<file path="config.mk">
export PLATFORM = sky130hd
export DESIGN_NAME = fwg_gate
export DESIGN_NICKNAME = d
export VERILOG_FILES = /design/src/pkg/fwg_pkg.sv /design/src/hdl/fwg_gate.sv
export VERILOG_INCLUDE_DIRS = /design/src /design/src/pkg
export SDC_FILE = /design/constraint.sdc
export NUM_CORES = 1
export LEC_CHECK = 0
export BUFFER_PORTS_ARGS = -buffer_cell sky130_fd_sc_hd__buf_4
export CAP_MARGIN = 20
export CORE_ASPECT_RATIO = 0.9
export CORE_UTILIZATION = 35
export DETAILED_ROUTE_END_ITERATION = 8
export MAX_ROUTING_LAYER = met4
export PLACE_DENSITY = 0.66
export SLEW_MARGIN = 20
export SYNTH_ARGS = -nofsm -noshare
export SYNTH_HDL_FRONTEND = slang
export SYNTH_SLANG_ARGS = --single-unit
</file>
<file path="constraint.sdc">
create_clock -name clk -period 2.75 [get_ports clk]
set_input_delay 0.275 -clock clk [delete_from_list [all_inputs] [get_ports clk]]
set_output_delay 0.275 -clock clk [all_outputs]
set_load 0.01 [all_outputs]
</file>
<file path="src/pkg/fwg_defs.svh">
/*
 Constants for the flash write and erase gate: register addresses, field
 positions, reset values, key codes and lock state codes.
 Assumes it is included by its bare name wherever these are needed.
*/
`ifndef FWG_DEFS_SVH
`define FWG_DEFS_SVH

`define FWG_CTRL_ADDR    8'h8f
`define FWG_KEY_ADDR     8'hb7
`define FWG_WE_BIT       0
`define FWG_EE_BIT       1
`define FWG_CTRL_RESET   2'h0
`define FWG_KEY_FIRST    8'ha5
`define FWG_KEY_SECOND   8'hf1
`define FWG_ST_LOCKED    2'h0
`define FWG_ST_FIRST     2'h1
`define FWG_ST_OPEN      2'h2
`define FWG_ST_DEAD      2'h3

`endif

</file>
<file path="src/pkg/fwg_pkg.sv">
/*
 Types for the flash write and erase gate.
 Assumes the constants header is compiled alongside.
*/
`default_nettype none
package fwg_pkg;
  typedef enum logic [1:0] {
    FWG_LOCKED = 2'b00,
    FWG_FIRST  = 2'b01,
    FWG_OPEN   = 2'b10,
    FWG_DEAD   = 2'b11
  } fwg_lock_type;

  typedef struct packed {
    logic         write_en;
    logic         erase_en;
    fwg_lock_type lock;
    logic [7:0]   rdata;
    logic         prog;
    logic         erase;
    logic [15:0]  addr;
    logic [7:0]   data;
    logic         blocked;
  } fwg_state_type;
endpackage
`default_nettype wire

</file>
<file path="src/hdl/fwg_gate.sv">
/*
 Flash write and erase gate: control register, unlock key state machine
 and the steering of external data move writes into flash.
 Assumes the CPU issues one register or data move write per strobe, and
 that the flash array raises flash_done once per started operation.
*/
`timescale 1ns/1ps
`include "fwg_defs.svh"
`default_nettype none
module fwg_gate #(
  parameter int ADDR_W = 16
) (
  input  wire logic              clk,
  input  wire logic              sys_rst,
  input  wire logic              sfr_wr,
  input  wire logic              sfr_rd,
  input  wire logic [7:0]        sfr_addr,
  input  wire logic [7:0]        sfr_wdata,
  output logic      [7:0]        sfr_rdata,
  input  wire logic              xdata_wr,
  input  wire logic [ADDR_W-1:0] xdata_addr,
  input  wire logic [7:0]        xdata_wdata,
  input  wire logic              flash_done,
  output logic                   flash_prog,
  output logic                   flash_erase,
  output logic      [ADDR_W-1:0] flash_addr,
  output logic      [7:0]        flash_data,
  output logic                   flash_blocked,
  output logic                   flash_route
);

  // The latched address is 16 bits wide; wider moves would be cut
  if (ADDR_W < 1 || ADDR_W > 16) begin : g_bad_addr_w
    $error("fwg_gate: ADDR_W must be 1 to 16");
  end

  // ==========================================================
  // State
  fwg_pkg::fwg_state_type st_r;
  fwg_pkg::fwg_state_type st_nxt;
  logic                   busy;
  logic                   ctrl_wr;
  logic                   key_wr;
  logic                   flash_wr;
  logic                   ctrl_rd;
  logic                   key_rd;

  // One decode shared by the write and the read paths
  function automatic logic reg_hit(input logic [7:0] addr,
                                   input logic [7:0] target);
    return addr == target;
  endfunction

  assign busy     = st_r.prog | st_r.erase;
  assign ctrl_wr  = sfr_wr && reg_hit(sfr_addr, `FWG_CTRL_ADDR);
  assign key_wr   = sfr_wr && reg_hit(sfr_addr, `FWG_KEY_ADDR);
  assign ctrl_rd  = sfr_rd && reg_hit(sfr_addr, `FWG_CTRL_ADDR);
  assign key_rd   = sfr_rd && reg_hit(sfr_addr, `FWG_KEY_ADDR);
  // Data moves only reach flash while write enable is set
  assign flash_wr = xdata_wr && st_r.write_en;

  // ==========================================================
  // Next state
  always_comb begin
    st_nxt = st_r;
    if (ctrl_wr) begin
      st_nxt.write_en = sfr_wdata[`FWG_WE_BIT];
      st_nxt.erase_en = sfr_wdata[`FWG_EE_BIT];
    end
    if (key_wr) begin
      case (st_r.lock)
        fwg_pkg::FWG_LOCKED: begin
          // Any non-first key locks until reset, also on purpose
          st_nxt.lock = (sfr_wdata == `FWG_KEY_FIRST) ?
                        fwg_pkg::FWG_FIRST : fwg_pkg::FWG_DEAD;
        end
        fwg_pkg::FWG_FIRST: begin
          st_nxt.lock = (sfr_wdata == `FWG_KEY_SECOND) ?
                        fwg_pkg::FWG_OPEN : fwg_pkg::FWG_DEAD;
        end
        fwg_pkg::FWG_OPEN: st_nxt.lock = fwg_pkg::FWG_DEAD;
        fwg_pkg::FWG_DEAD: st_nxt.lock = fwg_pkg::FWG_DEAD;
        default:           st_nxt.lock = fwg_pkg::FWG_DEAD;
      endcase
    end
    if (busy && flash_done) begin
      st_nxt.prog  = 1'b0;
      st_nxt.erase = 1'b0;
      // Back to locked, not dead, so a new key pair works
      if (st_nxt.lock == fwg_pkg::FWG_OPEN) begin
        st_nxt.lock = fwg_pkg::FWG_LOCKED;
      end
    end
    st_nxt.blocked = 1'b0;
    if (flash_wr && !key_wr) begin
      if (st_r.lock == fwg_pkg::FWG_OPEN && !busy) begin
        st_nxt.erase = st_r.erase_en;
        st_nxt.prog  = !st_r.erase_en;
        // Page erase ignores the data byte
        st_nxt.data  = st_r.erase_en ? 8'hff : xdata_wdata;
        st_nxt.addr  = 16'(xdata_addr);
        // Opening is spent by this one operation
        st_nxt.lock  = fwg_pkg::FWG_OPEN;
      end else begin
        st_nxt.blocked = 1'b1;
        st_nxt.lock    = fwg_pkg::FWG_DEAD;
      end
    end
    st_nxt.rdata = 8'h00;
    if (ctrl_rd) begin
      st_nxt.rdata = {6'h00, st_nxt.erase_en, st_nxt.write_en};
    end else if (key_rd) begin
      st_nxt.rdata = {6'h00, st_nxt.lock};
    end
  end

  // ==========================================================
  // Registers
  always_ff @(posedge clk or posedge sys_rst) begin
    if (sys_rst) begin
      st_r <= '0;
    end else begin
      st_r <= st_nxt;
    end
  end

  assign sfr_rdata     = st_r.rdata;
  assign flash_prog    = st_r.prog;
  assign flash_erase   = st_r.erase;
  assign flash_addr    = st_r.addr[ADDR_W-1:0];
  assign flash_data    = st_r.data;
  assign flash_blocked = st_r.blocked;
  // Route follows the write enable flip-flop directly
  assign flash_route   = st_r.write_en;
endmodule
`default_nettype wire

</file>
# Word-level counts from Yosys, hierarchy flattened
# Index checks and enable logic that the tools add are counted.
dict set report totals {
  ram_bits 0
  wordCells 48
  latch_bits 0
  romBits 0
  regBits 39
  memories 0
}
dict set report op_classes {
  n_mul 0
  muxes 16
  bitwise 1
  magnitude_cmp 0
  n_shift 0
  n_addsub 0
  eq_ne 8
  div_mod_pow 0
  reduce_logical 14
}
# op count
set op_table {}
lappend op_table {{equality test 8 bit, second input constant} 4}
lappend op_table {{2-to-1 mux 27 bit} 1}
lappend op_table {{2-to-1 mux 26 bit} 1}
lappend op_table {{2-to-1 mux 2 bit} 9}
lappend op_table {{logical AND 1 bit} 8}
lappend op_table {{2-to-1 mux 8 bit} 1}
lappend op_table {{equality test 2 bit, second input constant} 3}
lappend op_table {{case mux 2 bit (3 select lines)} 1}
lappend op_table {{zero test 1 bit} 3}
lappend op_table {{2-to-1 mux 1 bit} 3}
lappend op_table {{equality test 2 x 1 -> 1 bit, second input constant} 1}
lappend op_table {{zero test 2 bit} 1}
lappend op_table {{AND reduction 2 bit} 1}
lappend op_table {{OR reduction 2 bit} 1}
lappend op_table {{bitwise OR 1 bit} 1}

# Logic depth before layout (Yosys ltp)
dict set report depth {
  ltp_word 10
  mapped_depth 6
  ltp_nobuf 4
}

# Worst setup path before layout
# Ideal clock, no wire load.
dict set report synth_timing {
  path_type {register to register}
  from {reg st_r (netlist bit flash_erase)}
  to {reg st_r (netlist bit flash_addr[10])}
  t_arrival_ns 1.856
  synth_period_minus_slack_ns 1.981
  path_stages_with_launch 5
  n_path_buf 1
  setup_slack_ns 0.769
  required_time_ns 2.625
  setup_ns 0.125
  cell_sequence {dfrtp_1 -> or4b_4 -> a311oi_4 -> buf_6 -> mux2_2}
}
dict set report synth_via {
  elab_chain_len 4
}
# item line_no
set synth_lines {}
lappend synth_lines {{start, declared} fwg_gate.sv:39} ;# fwg_pkg::fwg_state_type st_r;
lappend synth_lines {{start signal, assigned} fwg_gate.sv:123} ;# st_r <= st_nxt;
lappend synth_lines {{bitwise OR 1 bit} fwg_gate.sv:54} ;# assign busy = st_r.prog | st_r.erase;
lappend synth_lines {{zero test 1 bit} fwg_gate.sv:96} ;# if (st_r.lock == fwg_pkg::FWG_OPEN && !busy) begin
lappend synth_lines {{logical AND 1 bit} fwg_gate.sv:96}
lappend synth_lines {{AND reduction 2 bit (no source line)} n/a}
# No other way between the ends.
# A chain may end at the register's enable or synchronous reset.

# Worst setup path after layout
dict set report layout_timing {
  from {reg st_r (netlist bit flash_erase)}
  to {reg st_r (netlist bit flash_addr[7])}
}
# Same word-level chain as after synthesis.

==> results.md <==
* Outcome: finished, final reports clean
* Clock sinks at 33
* Rows at 23
* Final setup fails at 0
* Max Clock Freq at 478 MHz
* GPL Wtd Cong at 0.822
* Post-CTS Hold Buffers at 0
* Post-synthesis compound-gate area fraction at 7.20%
* Synth Area in Simple Gates at 12.6%
* Worst hold path class: in -> reg
* ANT cells at 0
* Initial core utilization at 37.2%
* Mux share of post-synthesis cell area at 14.4%
* Clock H-tree levels at 2
* DRC at 0
* Die X at 75.6 µm
* Switching power share of the total at 26.8%
* Number of gates resized after CTS at 0
* Post-Synth Adder-Cell Area at 0%
* Final Power at 0.00127 W
* Power share of the combinational group at 26.7%
* Vias in the first global route at 1120
* Setup crit end kind: flip-flop
* Ranking of synthesized cells by area: dfrtp_1, buf_4, mux2_2
* DR iter-0 viols at 20
* Final hold slack at 0.194 ns
* DRT antenna net count at 0
* Synth Area per Inst at 11.1 µm²
* CP Max Fanout at 33
* Gr usage total at 13.0%
* Sequential-to-total area share from yosys stat at 48.5%
* Commonest non-fill, non-tap cell in the layout: buf_4
* Die area at 5150 µm²
* Commonest non-fill, non-tap cells in the layout: buf_4, dfrtp_1, mux2_2
* Final Hold Fails at 0
* Minimum clock period at 2.09 ns
* Clk Tree Root Cell: clkbuf_8
* Max-cap violation count at 0
* Reg clk slew, reported paths at 0.07 ns
* Fin. max-slew vios at 0
* RSZ-0062 raised after global routing: false
* Initial antenna violation count at 0
* Worst skew pair latency at 0.28 ns
* Xor/xnor cell area share of the yosys netlist at 0%
* Maximum VDD drop at 174 µV
* Yosys reg bits at 33
* Fin area at 2200 µm²
* Routed wire per std cell at 12.1 µm
* Core box area at 4580 µm²
* Nets at 253
* Global route overflow at 0
* First-pass GRT wire length at 4710 µm
* Die Ht at 68.2 µm
* Clock power frac at 25.2%
* Power Internal at 0.000934 W
* P_leak at 1.13 nW
* Netlist cell types at 26
* Final TNS setup at 0 ns
* CP Class: reg -> reg
* Synth top area share at 48.5%
* Power Dens Cells at 581 nW/µm²
* DR pass1 iterations at 4
* NetSw at 0.000341 W
* Area of the mapped netlist at 1700 µm²
* Worst path required time at 2.91 ns
* Worst Path Arrival at 2.25 ns
* IO buf count at 75
* Layout area overhead at 28.9%
* Startpoint Class: flip-flop
* Share of cells above drive strength 1 at 51.5%
* Placement-stage cell area at 2100 µm²
* Post-CTS setup buffers at 0
* DR vias at 1230
* Sequential share of power at 48.2%
* Routed WL at 3240 µm
* Largest net degree at the start of global routing at 34
* Yosys top cell by area: dfrtp_1
* Clk_skew at 0.00869 ns
* Vias per inst at 4.59
* Post-Syn Instances at 154
* Post-detail-place hpwl at 2470 µm
* I/O pins at 82
* Fill count at 447
* Clock buffer depth at 2
* Synth warn at 0
* TritonCTS clock tree: done
* Crit share post-route at 76.1%
* Largest family of logic cells by synthesized area: buffers and inverters
* Cts bufs inserted at 5
layer usage:
metal | wire length, µm | GRT usage (%) | up-vias
met5 | 0 | - | -
met4 | 34 | 6.94 | 0
met3 | 336 | 3.53 | 4
met2 | 1450 | 21.1 | 64
met1 | 1420 | 14.6 | 567
li1 | - | - | 595
critical path, stage by stage (launching register included):
cell	delay, ns
dfrtp_1	0.41
or4b_4	0.58
a311oi_4	0.20
buf_4	0.38
mux2_2	0.38
Yosys cell counts:
cell       number
nor3_1          3
o21bai_1        1
and3_1          2
o21ai_0         3
mux2i_1         2
and4b_1         3
conb_1          1
o31ai_1         1
nor4b_1         2
or4b_4          1
nor3b_1         1
o2bb2ai_1       1
o32ai_1         2
nand2_1         4
nor2_1         17
dfrtp_1        33
a21oi_1         8
inv_1           3
nand3_1         4
clkbuf_1        3
nor2b_1         1
a311oi_4        1
buf_6           2
nand4_1         2
buf_4          33
mux2_2         20
cell type report:
cell class	instances	area, µm²	area share [%]
well taps	62	77.6	3.53
inverters	3	11.3	0.513
flip-flops and latches	33	826	37.6
repair buffers	79	603	27.5
clock buffers	5	68.8	3.13
clock inverters	1	5.00	0.228
multi-input cells	85	604	27.5
registers in the layout (all words and copies together) (netlist names):
name,count
flash_addr,16
flash_data,8
st_r,3
sfr_rdata,2
flash_blocked,1
flash_erase,1
flash_prog,1
flash_route,1
final timing paths:
| check | cells past startpoint | end | slack [ns] | from |
|---|---|---|---|---|
| worst max register to register | 4 | flash_addr[7] | 0.66 | flash_erase |
| worst max-delay path | 4 | flash_addr[7] | 0.66 | flash_erase |
| worst min-delay path | 2 | flash_erase | 0.19 | flash_done |
| min in group asynchronous | 3 | flash_addr[0] | 0.49 | sys_rst |
| worst min register to register | 1 | flash_addr[4] | 0.51 | flash_addr[4] |
| max in group asynchronous | 4 | flash_addr[6] | 1.84 | sys_rst |
power groups by stage:
| stage | Combinational (W) | Clock (W) | Sequential (W) |
|---|---|---|---|
| after global routing | 0.000373 | 0.000350 | 0.000624 |
| after global placement | 0.000334 | 0 | 0.000623 |
| after detailed placement | 0.000341 | 0 | 0.000624 |
| final | 0.000340 | 0.000321 | 0.000614 |
| after floorplan | 0.000270 | 0 | 0.000606 |
| after CTS | 0.000342 | 0.000336 | 0.000615 |
through the flow:
| stage | std cells | setup WS (ns) | util (%) |
|---|---|---|---|
| floorplan | 159 | 0.769 | - |
| global placement | 260 | 0.705 | 45.8 |
| detailed placement | 260 | 0.658 | 45.8 |
| CTS | 266 | 0.638 | 47.4 |
| global route | 268 | 0.580 | 48.0 |
| finish | 268 | 0.657 | 48.0 |
cells by family (layout without fill, tap and decap cells):
group,count (synthesis),in the layout
DFF,33,33
buffers and inverters,41,88
AOI/OAI and AO/OA,17,17
muxes,22,22
other,1,6
and+or+nand+nor,40,40
(Power assumes the default switching activity.)
